<file path="config.mk">
export PLATFORM = sky130hd
export DESIGN_NAME = ides_top
export DESIGN_NICKNAME = d
export VERILOG_FILES = /design/src/logic/ides_fifo.v /design/src/logic/ides_top.v
export VERILOG_INCLUDE_DIRS = /design/src /design/src/logic
export SDC_FILE = /design/constraint.sdc
export NUM_CORES = 1
export LEC_CHECK = 0
export BUFFER_PORTS_ARGS = -buffer_cell sky130_fd_sc_hd__buf_4
export CAP_MARGIN = 20
export CORE_MARGIN = 3
export CORE_UTILIZATION = 60
export DETAILED_ROUTE_END_ITERATION = 8
export MAX_ROUTING_LAYER = met4
export PLACE_DENSITY = 0.82
export SETUP_SLACK_MARGIN = 0.2
export SYNTH_ARGS = -nofsm -noshare
export SYNTH_HDL_FRONTEND = slang
export SYNTH_SLANG_ARGS = --single-unit
</file>
<file path="constraint.sdc">
create_clock -name MCLK_I -period 13 [get_ports MCLK_I]
set_input_delay 0 -clock MCLK_I [delete_from_list [all_inputs] [get_ports MCLK_I]]
set_output_delay 0 -clock MCLK_I [all_outputs]
set_load 0.01 [all_outputs]
</file>
<file path="src/logic/ides_map.vh">
// register offsets, field positions, reset values and timing counts of the input deserializer
`ifndef IDES_MAP_VH
`define IDES_MAP_VH

`define IDES_ADDR_W          4
`define IDES_OFF_CTRL        4'h0
`define IDES_OFF_STATUS      4'h4
`define IDES_OFF_WORD        4'h8

`define IDES_CTRL_WIDTH8     0
`define IDES_CTRL_DDR        1
`define IDES_CTRL_FIFO_EN    2
`define IDES_CTRL_SYNC_MODE  3
`define IDES_CTRL_FAST_INV   4
`define IDES_CTRL_CMPL_INV   5
`define IDES_CTRL_RST_INV    6
`define IDES_CTRL_RESET      7'h03

`define IDES_ST_EMPTY        0
`define IDES_ST_FULL         1
`define IDES_ST_OVERFLOW     2
`define IDES_ST_LEVEL_LSB    4

`define IDES_WORD_W          8
`define IDES_FIFO_DEPTH      8
`define IDES_FIFO_AW         3

// fast serial clock: period in ns and half period in clock cycles at 4 ns
`define IDES_MCLK_PERIOD_NS  4
`define IDES_FAST_PERIOD_NS  16
`define IDES_FAST_HALF_CYC   ((`IDES_FAST_PERIOD_NS / `IDES_MCLK_PERIOD_NS) / 2)

`endif

</file>
<file path="src/logic/ides_fifo.v">
// eight entry word fifo between the word strobe and the read strobe
`timescale 1ns/1ns
`include "ides_map.vh"

module ides_fifo (
	input  wire                      clk_i,
	input  wire                      rst_n_i,
	input  wire                      clr_i,
	input  wire                      push_i,
	input  wire [`IDES_WORD_W-1:0]   din_i,
	input  wire                      pop_i,
	output wire [`IDES_WORD_W-1:0]   dout_o,
	output wire                      empty_o,
	output wire                      full_o,
	output wire [`IDES_FIFO_AW:0]    level_o
);

	reg  [`IDES_WORD_W-1:0]  mem_reg [0:`IDES_FIFO_DEPTH-1];
	reg  [`IDES_FIFO_AW:0]   wr_ptr_reg;
	reg  [`IDES_FIFO_AW:0]   rd_ptr_reg;
	wire                     do_push;
	wire                     do_pop;
	integer                  i;

	assign empty_o = (wr_ptr_reg == rd_ptr_reg);
	assign full_o  = (wr_ptr_reg[`IDES_FIFO_AW-1:0] == rd_ptr_reg[`IDES_FIFO_AW-1:0]) &&
	                 (wr_ptr_reg[`IDES_FIFO_AW] != rd_ptr_reg[`IDES_FIFO_AW]);
	assign level_o = wr_ptr_reg - rd_ptr_reg;
	assign dout_o  = mem_reg[rd_ptr_reg[`IDES_FIFO_AW-1:0]];
	// a full fifo drops the incoming word rather than overwrite an unread one
	assign do_push = push_i && !full_o;
	assign do_pop  = pop_i && !empty_o;

	always @(posedge clk_i or negedge rst_n_i) begin
		if (!rst_n_i) begin
			wr_ptr_reg <= {(`IDES_FIFO_AW+1){1'b0}};
			rd_ptr_reg <= {(`IDES_FIFO_AW+1){1'b0}};
			for (i = 0; i < `IDES_FIFO_DEPTH; i = i + 1) begin
				mem_reg[i] <= {`IDES_WORD_W{1'b0}};
			end
		end else if (clr_i) begin
			wr_ptr_reg <= {(`IDES_FIFO_AW+1){1'b0}};
			rd_ptr_reg <= {(`IDES_FIFO_AW+1){1'b0}};
		end else begin
			if (do_push) begin
				mem_reg[wr_ptr_reg[`IDES_FIFO_AW-1:0]] <= din_i;
				wr_ptr_reg <= wr_ptr_reg + 1'b1;
			end
			if (do_pop) begin
				rd_ptr_reg <= rd_ptr_reg + 1'b1;
			end
		end
	end

endmodule // ides_fifo

</file>
<file path="src/logic/ides_top.v">
// serial-to-parallel input converter with optional word fifo
`timescale 1ns/1ns
`include "ides_map.vh"

module ides_top (
	input  wire                      MCLK_I,
	input  wire                      RESETN_I,
	input  wire [`IDES_ADDR_W-1:0]   ADDR_I,
	input  wire [31:0]               WDATA_I,
	input  wire                      WR_I,
	input  wire                      RD_I,
	output reg  [31:0]               RDATA_O,
	input  wire                      SER_D_I,
	input  wire                      RST_I,
	input  wire                      RD_CLK_I,
	input  wire                      RD_EN_I,
	output reg  [`IDES_WORD_W-1:0]   Q_O,
	output reg                       EMPTY_O,
	output reg                       WORD_STB_O
);

	localparam [7:0] HALF_CYC = `IDES_FAST_HALF_CYC;

	reg  [1:0]               rst_sync_reg;
	wire                     rst_n;
	reg  [2:0]               d_sync_reg;
	reg  [2:0]               r_sync_reg;
	reg  [2:0]               ck_sync_reg;
	reg  [2:0]               en_sync_reg;
	reg                      d_stable_reg;
	reg                      r_stable_reg;
	reg                      ck_stable_reg;
	reg                      en_stable_reg;
	reg                      ck_prev_reg;
	reg  [6:0]               ctrl_reg;
	reg                      overflow_reg;
	reg  [7:0]               phase_reg;
	reg                      fast_lvl_reg;
	reg  [`IDES_WORD_W-1:0]  shift_reg;
	reg  [3:0]               count_reg;
	reg  [`IDES_WORD_W-1:0]  word_reg;
	reg  [`IDES_WORD_W-1:0]  shift_next;
	reg  [3:0]               count_next;
	reg                      word_done;
	wire                     width8;
	wire                     ddr;
	wire                     fifo_en;
	wire                     blk_rst;
	wire                     half_tick;
	wire                     rise_en;
	wire                     fall_en;
	wire                     cap_en;
	wire                     rd_edge;
	wire                     pop;
	wire [3:0]               width_pos;
	wire [`IDES_WORD_W-1:0]  fifo_dout;
	wire                     fifo_empty;
	wire                     fifo_full;
	wire [`IDES_FIFO_AW:0]   fifo_level;

	assign rst_n   = rst_sync_reg[1];
	assign width8  = ctrl_reg[`IDES_CTRL_WIDTH8];
	assign ddr     = ctrl_reg[`IDES_CTRL_DDR];
	assign fifo_en = ctrl_reg[`IDES_CTRL_FIFO_EN];
	assign blk_rst = r_stable_reg ^ ctrl_reg[`IDES_CTRL_RST_INV];
	assign width_pos = width8 ? 4'h8 : 4'h4;

	always @(posedge MCLK_I or negedge RESETN_I) begin
		if (!RESETN_I) begin
			rst_sync_reg <= 2'h0;
		end else begin
			rst_sync_reg <= {rst_sync_reg[0], 1'b1};
		end
	end

	// pins cross in through three flops; a level counts once stages two and three agree
	always @(posedge MCLK_I or negedge rst_n) begin
		if (!rst_n) begin
			d_sync_reg    <= 3'h0;
			r_sync_reg    <= 3'h0;
			ck_sync_reg   <= 3'h0;
			en_sync_reg   <= 3'h0;
			d_stable_reg  <= 1'b0;
			r_stable_reg  <= 1'b0;
			ck_stable_reg <= 1'b0;
			en_stable_reg <= 1'b0;
			ck_prev_reg   <= 1'b0;
		end else begin
			d_sync_reg  <= {d_sync_reg[1:0], SER_D_I};
			r_sync_reg  <= {r_sync_reg[1:0], RST_I};
			ck_sync_reg <= {ck_sync_reg[1:0], RD_CLK_I};
			en_sync_reg <= {en_sync_reg[1:0], RD_EN_I};
			if (d_sync_reg[1] == d_sync_reg[2]) begin
				d_stable_reg <= d_sync_reg[2];
			end
			if (r_sync_reg[1] == r_sync_reg[2]) begin
				r_stable_reg <= r_sync_reg[2];
			end
			if (ck_sync_reg[1] == ck_sync_reg[2]) begin
				ck_stable_reg <= ck_sync_reg[2];
			end
			if (en_sync_reg[1] == en_sync_reg[2]) begin
				en_stable_reg <= en_sync_reg[2];
			end
			ck_prev_reg <= ck_stable_reg;
		end
	end

	// fast clock is an internal divider; each half period gives one enable pulse
	assign half_tick = (phase_reg == HALF_CYC - 8'h01);
	// fast clock inversion swaps which half is the rising edge
	assign rise_en = half_tick && (fast_lvl_reg == ctrl_reg[`IDES_CTRL_FAST_INV]);
	// complement edge is the opposite half whether inverted locally or not
	assign fall_en = half_tick && (fast_lvl_reg != ctrl_reg[`IDES_CTRL_FAST_INV]);
	// capture on fast edge, plus complement edge in double rate
	assign cap_en  = rise_en || (ddr && fall_en);

	always @(posedge MCLK_I or negedge rst_n) begin
		if (!rst_n) begin
			phase_reg    <= 8'h00;
			fast_lvl_reg <= 1'b0;
		end else if (half_tick) begin
			phase_reg    <= 8'h00;
			fast_lvl_reg <= ~fast_lvl_reg;
		end else begin
			phase_reg <= phase_reg + 8'h01;
		end
	end

	always @* begin
		shift_next = shift_reg;
		count_next = count_reg;
		word_done  = 1'b0;
		if (cap_en) begin
			if (ddr) begin
				// new bits enter at the top, so the first one ends at bit 0
				if (width8) begin
					shift_next = {d_stable_reg, shift_reg[7:1]};
				end else begin
					shift_next = {4'h0, d_stable_reg, shift_reg[3:1]};
				end
				count_next = count_reg + 4'h1;
			end else begin
				// single rate fills two positions per bit, both carry the same data
				if (width8) begin
					shift_next = {d_stable_reg, d_stable_reg, shift_reg[7:2]};
				end else begin
					shift_next = {4'h0, d_stable_reg, d_stable_reg, shift_reg[3:2]};
				end
				count_next = count_reg + 4'h2;
			end
			// ratio follows width and rate: 8 or 4 positions per word
			if (count_next >= width_pos) begin
				count_next = 4'h0;
				word_done  = 1'b1;
			end
		end
	end

	always @(posedge MCLK_I or negedge rst_n) begin
		if (!rst_n) begin
			shift_reg  <= {`IDES_WORD_W{1'b0}};
			count_reg  <= 4'h0;
			word_reg   <= {`IDES_WORD_W{1'b0}};
			WORD_STB_O <= 1'b0;
		end else if (blk_rst) begin
			shift_reg  <= {`IDES_WORD_W{1'b0}};
			count_reg  <= 4'h0;
			word_reg   <= {`IDES_WORD_W{1'b0}};
			WORD_STB_O <= 1'b0;
		end else begin
			shift_reg  <= shift_next;
			count_reg  <= count_next;
			WORD_STB_O <= word_done;
			// width 4 keeps bits 7..4 at zero
			if (word_done) begin
				word_reg <= shift_next;
			end
		end
	end

	// read clock pin edge; reading happens only on the reader's own rising edge
	assign rd_edge = ck_stable_reg && !ck_prev_reg;
	// read enable gates every read, empty blocks it
	assign pop = fifo_en && rd_edge && en_stable_reg && !fifo_empty;

	// eight entry fifo fed by each completed word
	ides_fifo u_fifo (
		.clk_i   (MCLK_I),
		.rst_n_i (rst_n),
		.clr_i   (blk_rst || !fifo_en),
		.push_i  (fifo_en && WORD_STB_O),
		.din_i   (word_reg),
		.pop_i   (pop),
		.dout_o  (fifo_dout),
		.empty_o (fifo_empty),
		.full_o  (fifo_full),
		.level_o (fifo_level)
	);

	always @(posedge MCLK_I or negedge rst_n) begin
		if (!rst_n) begin
			Q_O     <= {`IDES_WORD_W{1'b0}};
			EMPTY_O <= 1'b1;
		end else begin
			EMPTY_O <= fifo_empty || !fifo_en;
			if (fifo_en) begin
				// Q_O moves only on a read clock edge
				// a word pushed into an empty fifo in the cycle of a read edge waits for the next one
				if (pop) begin
					Q_O <= fifo_dout;
				end
			end else if (WORD_STB_O) begin
				// bypass follows the slow word strobe
				Q_O <= word_reg;
			end
		end
	end

	// register port: writes steer the block, reads show its state
	always @(posedge MCLK_I or negedge rst_n) begin
		if (!rst_n) begin
			ctrl_reg     <= `IDES_CTRL_RESET;
			overflow_reg <= 1'b0;
			RDATA_O      <= 32'h00000000;
		end else begin
			if (WR_I && ADDR_I == `IDES_OFF_CTRL) begin
				ctrl_reg <= WDATA_I[6:0];
			end
			// set wins over a write-one clear in the same cycle
			if (fifo_en && WORD_STB_O && fifo_full) begin
				overflow_reg <= 1'b1;
			end else if (WR_I && ADDR_I == `IDES_OFF_STATUS && WDATA_I[`IDES_ST_OVERFLOW]) begin
				overflow_reg <= 1'b0;
			end
			RDATA_O <= 32'h00000000;
			if (RD_I) begin
				case (ADDR_I)
					`IDES_OFF_CTRL: begin
						RDATA_O <= {25'h0000000, ctrl_reg};
					end
					`IDES_OFF_STATUS: begin
						// level takes bits 7..4 so the word stays exactly 32 bits wide
						RDATA_O <= {24'h000000, fifo_level, 1'b0, overflow_reg,
							fifo_full, fifo_empty};
					end
					`IDES_OFF_WORD: begin
						RDATA_O <= {24'h000000, word_reg};
					end
					default: begin
						RDATA_O <= 32'h00000000;
					end
				endcase
			end
		end
	end

endmodule // ides_top

</file>
# == After elaboration in Yosys (flattened, before gate mapping) ==
# Cells that the tools add are included.
# totals
word_cells,125
out_inout_bits,42
rom_bits,0
latch_bits,0
ram_bits,0
input_bits,44
ff_bits,170
memories,0
# classes
div,0
add_sub_neg,6
mux,34
n_shift,0
reduce_logical,32
mul,0
eq_ne,13
magnitude_cmp,4
bitwise,5
# op_table
cell,n
8-bit two-way mux,14
64-bit bitwise mux,1
4-bit two-way mux,10
32-bit two-way mux,1
8-bit binary-select mux with 3-bit select,1
8-bit demux with 3-bit select,1
8-bit case mux with 3 select lines,1
1-bit logical AND,16
"4-bit by 1-bit adder with 4-bit output, second input constant",3
2-bit nonzero test,6
"8-bit by 1-bit adder with 8-bit output, second input constant",1
"8-bit by 1-bit equality test with 1-bit output, second input constant",1
"4-bit >= comparator, second input constant",2
3-bit NOT with 4-bit output,2
1-bit equality test,5
1-bit two-way mux,5
"4-bit by 2-bit adder with 4-bit output, second input constant",1
"4-bit by 3-bit equality test with 1-bit output, second input constant",1
4-bit equality test,1
"4-bit equality test, second input constant",1
4-bit >= comparator,1
1-bit logical NOT,4
4-bit logical NOT,1
"4-bit by 1-bit < comparator with 1-bit output, second input constant",1
8 further kinds,13

# == Longest topological paths before layout ==
# Gate-level depths: netlist of the first run.
# depth
ltp_word,10
mapped_depth,8
mapped_depth_nobuf,8

# == Cells and area by module ==
# From an unflattened synthesis of the first run, not the netlist that was laid out.
# hier_totals
cells_unflattened,558
area_unflattened_um2,6919.1
# by_module_without_submodules
module,seq_area_each_um2,area_per_inst_um2,instances,cells_per_inst
ides_fifo,1801.7,3530.9,1,251
ides_top,1830.5,3388.2,1,307

# == Worst setup path before layout of the first run ==
# No wires, ideal clock.
# synth_timing
path_type,register -> register
start,reg ctrl_reg[1]
end,reg word_reg[0]
synth_period_minus_slack_ps,2575
setup_ps,125
required_ps,12875
setup_slack_ps,10425
path_buffers,1
arrival_ps,2451
path_stages_with_launch,9
path_cell_list,dfstp_2 -> buf_2 -> nor2b_1 -> nor3_1 -> or2_2 -> ha_1 -> o211ai_1 -> a21oi_2 -> mux2_2
# synth_between
elab_chain_cells,6
word_cells_on_any_way,12
cone_classes,1 x order compare; 8 x mux; 3 x reduce/logical
# synth_rtl
item,line,source
from (decl),ides_top.v:35,reg [6:0] ctrl_reg;
from (signal assigned),ides_top.v:223,ctrl_reg <= `IDES_CTRL_RESET;
from (signal assigned),ides_top.v:228,ctrl_reg <= WDATA_I[6:0];
4-bit two-way mux,ides_top.v:135,if (ddr) begin
4-bit two-way mux,ides_top.v:134,if (cap_en) begin
4-bit >= comparator,ides_top.v:153,if (count_next >= width_pos) begin
1-bit two-way mux,ides_top.v:153,
1-bit two-way mux,ides_top.v:134,
2-bit nonzero test (no line),--,
to (signal assigned),ides_top.v:164,word_reg <= {`IDES_WORD_W{1'b0}};
to (signal assigned),ides_top.v:169,word_reg <= {`IDES_WORD_W{1'b0}};
to (signal assigned),ides_top.v:177,word_reg <= shift_next;
to (decl),ides_top.v:41,reg [`IDES_WORD_W-1:0] word_reg;
# Parallel ways exist; a longest one is shown, timed or not. The select of a mux whose other input is x is not followed.
# A chain may end at the register's enable or synchronous reset.

# == Worst setup path after layout of the first run ==
# layout_timing
start,reg u_fifo.rd_ptr_reg[1]
end,reg Q_O[7]
# layout_between
elab_chain_cells,6
word_cells_on_any_way,11
cone_classes,2 x eq/ne; 5 x mux; 1 x bitwise; 3 x reduce/logical
# layout_rtl
item,line,source
from (decl),ides_fifo.v:20,reg [`IDES_FIFO_AW:0] rd_ptr_reg;
from (signal assigned),ides_fifo.v:37,rd_ptr_reg <= {(`IDES_FIFO_AW+1){1'b0}};
from (signal assigned),ides_fifo.v:43,rd_ptr_reg <= {(`IDES_FIFO_AW+1){1'b0}};
from (signal assigned),ides_fifo.v:50,rd_ptr_reg <= rd_ptr_reg + 1'b1;
3-bit NOT with 4-bit output,ides_fifo.v:29,assign dout_o = mem_reg[rd_ptr_reg[`IDES_FIFO_AW-1:0]];
8-bit binary-select mux with 3-bit select,ides_fifo.v:29,
8-bit two-way mux (2 in a row),ides_fifo.v:29,
8-bit two-way mux,ides_top.v:210,if (pop) begin
8-bit two-way mux,ides_top.v:207,if (fifo_en) begin
to (signal assigned),ides_top.v:203,Q_O <= {`IDES_WORD_W{1'b0}};
to (signal assigned),ides_top.v:211,Q_O <= fifo_dout;
to (signal assigned),ides_top.v:215,Q_O <= word_reg;
to (decl),ides_top.v:17,"output reg [`IDES_WORD_W-1:0] Q_O,"
# Parallel ways exist; a longest one is shown, timed or not. The select of a mux whose other input is x is not followed.

==> results of run 1 <==
worst max path at each step:
stage / start / end / slack (ns) / depth (start not counted)
floorplan: rst_sync_reg[1] / Q_O[0] / 8.67 / 0
CTS: u_fifo.rd_ptr_reg[1] / Q_O[7] / 9.72 / 6
detailed placement: u_fifo.rd_ptr_reg[1] / Q_O[7] / 9.79 / 6
global route: u_fifo.rd_ptr_reg[1] / Q_O[6] / 9.50 / 6
finish: u_fifo.rd_ptr_reg[1] / Q_O[7] / 9.74 / 6
global placement: u_fifo.rd_ptr_reg[2] / Q_O[7] / 9.87 / 6
per-stage QoR:
step                total power [W]  hold WS, ns
floorplan                  0.000610       -0.296
global placement           0.000649       -0.218
detailed placement         0.000656       -0.214
CTS                         0.00112        0.216
global route                0.00116        0.165
finish                      0.00111        0.149
cell type report:
cell class	count	area [µm²]	share of cell area [%]
multi-input cells	367	3030	38.0
clock buffers	22	474	5.96
flip-flops and latches	145	3640	45.7
clock inverters	10	85.1	1.07
repair buffers	60	520	6.54
inverters	10	37.5	0.472
well taps	140	175	2.20
layout by cell type (no fill, tap or decap), types with 2 or more instances in the layout:
cell type / count
nand3_1: 13
nor3b_4: 2
or3_1: 2
mux2i_1: 20
clkbuf_8: 3
a31oi_1: 9
a211oi_1: 3
clkbuf_16: 17
xnor2_1: 9
nand3b_2: 2
mux2_2: 83
and3_1: 4
o21a_1: 2
o211ai_1: 3
xor2_1: 5
maj3_1: 4
buf_4: 39
dfrtp_1: 141
clkinv_4: 2
dfstp_2: 3
clkinv_2: 6
o21ai_0: 10
dlygate4sd3_1: 20
nor2b_1: 3
inv_1: 9
nor3_1: 3
nand2b_1: 2
o22a_1: 3
clkbuf_1: 2
conb_1: 25
nor2_1: 34
a21oi_1: 18
and2_1: 5
ha_1: 11
mux4_2: 16
nand2_1: 51
xor2_2: 2
kinds of logic (layout without fill, tap and decap cells):
family                     count (synthesis)  count (layout)  synth area share, %
xor gates and xnor gates                  18              18                 2.88
DFF                                      145             145                 52.6
adders and majority gates                 16              16                 2.86
other                                      2              25                0.109
buffers and inverters                     62             102                 4.84
muxes                                    119             119                 21.6
and+or+nand+nor                          133             133                 9.60
AOI/OAI and AO/OA                         56              56                 5.47
power by group:
part	switching [W]	internal [W]	leakage, nW	total [W]
clock network	0.000180	0.000277	0.279	0.000456
logic	0.0000710	0.0000660	1.46	0.000137
registers	0.0000383	0.000481	1.95	0.000519
per-layer routing:
metal / up-vias / global-route usage, %
li1: 1988 / -
met1: 2212 / 30.4
met2: 112 / 40.0
met3: 17 / 6.20
met4: 0 / 6.65
met5: - / -
critical path, stage by stage (launching register included):
cell and delay [ns]:
dfrtp_1 0.62, clkinv_1 0.42, ha_1 0.44, nand3_1 0.18, o21ai_1 0.48, a21boi_2 0.58
mux2_2 0.40
timing repair:
action	in CTS	in global routing
resized for setup	0	0
hold buffers	20	0
setup buffers	0	0
endpoints found under the hold margin	22	0
==> metrics.txt, run 1 <==
mean area per synthesized cell 12.5 µm²; worst endpoint required time 13.30 ns; pre-CTS setup slack 9.79 ns; Area Growth Syn to Fin 15.2%; largest cells by area after synthesis dfrtp_1 51%, mux2_2 14%, mux4_2 5.2%; worst r2r src u_fifo.rd_ptr_reg[1]; Synth warnings 0; GP Congestion 0.838; vias in the first global route 4,609; I/O pin count 86; first-pass GRT wire length 23,300 µm; CTS tree built; layout cell share with drive strength beyond 1 30.9%; drt pass-1 iters 5; Slew Limit Fails 0; DR WL met2 7110 µm; number of standard cells after synthesis 551; Detailed Place HPWL 9010 µm; number of synthesized flops with an enable pin 0; Slew HR 37.7%; routed via count 4,329; Row Count 38; # nets final 657; CP Class reg2reg; static leakage 3.69 nW; worst reg2reg setup slack 9.74 ns; pin count of the biggest net entering global routing 80; total grt overflow 0; Antenna Cells 0; Clk Latency, worst-skew pair 0.42 ns; Reg2Reg Depth 6; Root Buffer clkbuf_16; Worst R2R End Q_O[7]; Post-synth top cells 142 x dfrtp_1, 83 x mux2_2, 51 x nand2_1, 34 x nor2_1, 26 x buf_4; Final Non-Filler Cells 754; Mapped Area 0.00691 mm²; Setup WS post-layout 9.74 ns; crit start category register; Die H 113 µm; ys flop type dfrtp_1; die area 0.0128 mm²; Clock Sink Count 145; CP Capture Type register; final-report hold violation count 0; post-synth top area cell dfrtp_1; TritonCTS Buffers 17; unrepaired setup endpoints after global routing no; Max VDD drop 175 µV; placed inst area 0.00717 mm²; setup violators final 0; Final ANT Viol Nets 0; Max Used Layer met4; WL final 14,100 µm; Hold Crit Class reg2async; Die X 113 µm; Core Util, Final 72.1%; DR WL/cell 18.6 µm; critical path peak fanout 12; all-layer global routing usage 24.4%; DR DRC count 0; CP arrival 3.56 ns; Final Skew 0.0110 ns; final setup TNS 0 ns; # placed instances 701; P per Cell Area 140 mW/mm²; register area share after synthesis 52.6%; Iter 0 DRT Violations 331; status finished clean; met1 wire length 6100 µm; met3 wire length 679 µm; H-tree levels 4; MaxCap Viol Count 0; top-count cell post-synth dfrtp_1; CORE AREA 0.0110 mm²; top-area cell type share of the netlist area 51.4%; post-layout instance area 0.00796 mm²; fmax 307 MHz; library cells used by synthesis 58; worst slew pin tran 0.931 ns; clk slew on worst S/H paths 0.06 ns; final period utilization 25.1%; max reg flops 64; ys async rst share 100%; Starting Density 62.6%; DR vias/cell 5.74; initial antenna violation count 0; Final min period 3.26 ns; port bufs 36; # fillers 754; number of synthesized register bits 145; deepest clock path buffer count 2
No activity file was read; power rests on OpenSTA's default activity.
==> inputs of run 2 (changes only) <==
Settings changed: CORE_UTILIZATION 60 to 52, PLACE_DENSITY 0.82 to 0.76.
Clock period 13 ns to 2.8 ns, I/O delays scaled along.
==> metrics.txt, run 2 (synthesized netlist as in run 1, its figures left out) <==
Root Buffer clkbuf_16; Clock Sink Count 145; die area 0.0147 mm²; Detailed Place HPWL 9350 µm; WL final 14,600 µm; crit start category register; final setup TNS 0 ns; layout cell share with drive strength beyond 1 32.6%; most common cell after layout, fill and taps aside dfrtp_1; # fillers 967; setup violators final 0; P per Cell Area 684 mW/mm²; fmax 388 MHz; GP Congestion 0.812; Slew Limit Fails 0; worst slew pin tran 0.782 ns; status finished clean; gr busiest metal met2; Max VDD drop 431 µV; drt pass-1 iters 4; CTS tree built; # nets final 672; first-pass GRT wire length 23,500 µm; CORE AREA 0.0128 mm²; Final Skew 0.00967 ns; MaxCap Viol Count 0; commonest cells after routing, fill and taps aside 141 x dfrtp_1, 83 x mux2_2, 53 x buf_4; GR Layer Usage met1 27.9%; worst endpoint required time 3.10 ns; M2 GR Usage 33.7%; critical path peak fanout 8; CP Capture Type register; met3 Use GR 5.41%; setup bufs post-CTS 0; Iter 0 DRT Violations 323; Final min period 2.58 ns; Die H 121 µm; final period utilization 92.0%; CP Class reg2reg; DR WL/cell 18.2 µm; clk slew on worst S/H paths 0.06 ns; initial antenna violation count 0; max reg flops 64; flip-flop and latch area 0.00364 mm²; final-report hold violation count 0; DR vias/cell 5.48; total power 0.00564 W; Area Growth Syn to Fin 19.4%; TritonCTS Buffers 17; Starting Density 53.9%; port bufs 36; total grt overflow 0; all-layer global routing usage 21.6%; Slew HR 47.9%; Die X 121 µm; static leakage 3.86 nW; Antenna Cells 0; Hold Crit Class in2reg; deepest clock path buffer count 2; vias in the first global route 4,525; pin count of the biggest net entering global routing 61; Row Count 41; Clk Latency, worst-skew pair 0.43 ns; unrepaired setup endpoints after global routing yes; Final ANT Viol Nets 0; CP arrival 2.88 ns; DR DRC count 0; H-tree levels 4; routed via count 4,392; I/O pin count 86; multi-input logic area 0.00304 mm²
[run 2: critical path: stages, from the launching register on]
cell       delay, ns
dfrtp_1         0.46
inv_1           0.12
ha_1            0.34
and3_1          0.22
a2111oi_4       0.59
nand3_2         0.34
mux2_2          0.37
[run 2: area by class of cell]
class                           count  share of cell area, %
Timing Repair Buffer               75                   7.74
Clock buffer                       22                   5.75
Inverter                           10                  0.455
Tap cell                          172                   2.61
Clock inverter                     10                   2.49
Sequential cell                   145                   44.1
Multi-Input combinational cell    367                   36.9
[run 2: final timing paths]
| path | start | cells after the start | slack (ns) | end |
|---|---|---|---|---|
| max | u_fifo.wr_ptr_reg[0] | 6 | 0.22 | u_fifo.mem_reg[11] |
| min | RD_EN_I | 2 | 0.22 | en_sync_reg[0] |
| max reg2reg | u_fifo.wr_ptr_reg[0] | 6 | 0.22 | u_fifo.mem_reg[11] |
| min reg2reg | r_sync_reg[0] | 0 | 0.34 | r_sync_reg[1] |
| max in group asynchronous | rst_sync_reg[1] | 1 | 1.65 | Q_O[6] |
| min in group asynchronous | rst_sync_reg[1] | 0 | 0.42 | RDATA_O[3] |
[run 2: power by group]
part / switching, W / total (W) / internal [W] / leakage, nW
combinational: 0.000363 / 0.000685 / 0.000322 / 1.58
sequential: 0.000154 / 0.00238 / 0.00223 / 1.95
clock: 0.000837 / 0.00257 / 0.00174 / 0.326
total: 0.00135 / 0.00564 / 0.00429 / 3.86
[run 2: timing repair]
action	in CTS	in global routing
hold buffers	20	0
setup endpoints to repair	0	14
resized for setup	0	2
hold endpoints to repair	22	0
[run 2: per-layer routing]
metal	share of wire, %	vias up
li1	-	2029
met1	45	2242
met2	50	104
met3	3.8	17
met4	1.7	0
met5	0	-
[run 2: stage by stage]
stage / cells / worst slack, ns / utilization (%) / hold WS [ns] / instance area (µm²)
global placement: 749 / 0.369 / 57.3 / -0.217 / 7350
finish: 801 / 0.224 / 64.3 / 0.223 / 8250
floorplan: 574 / 0.225 / - / -0.296 / 6990
detailed placement: 749 / 0.279 / 57.3 / -0.214 / 7350
global route: 801 / 0.162 / 64.3 / 0.233 / 8250
CTS: 801 / 0.245 / 64.2 / 0.210 / 8230
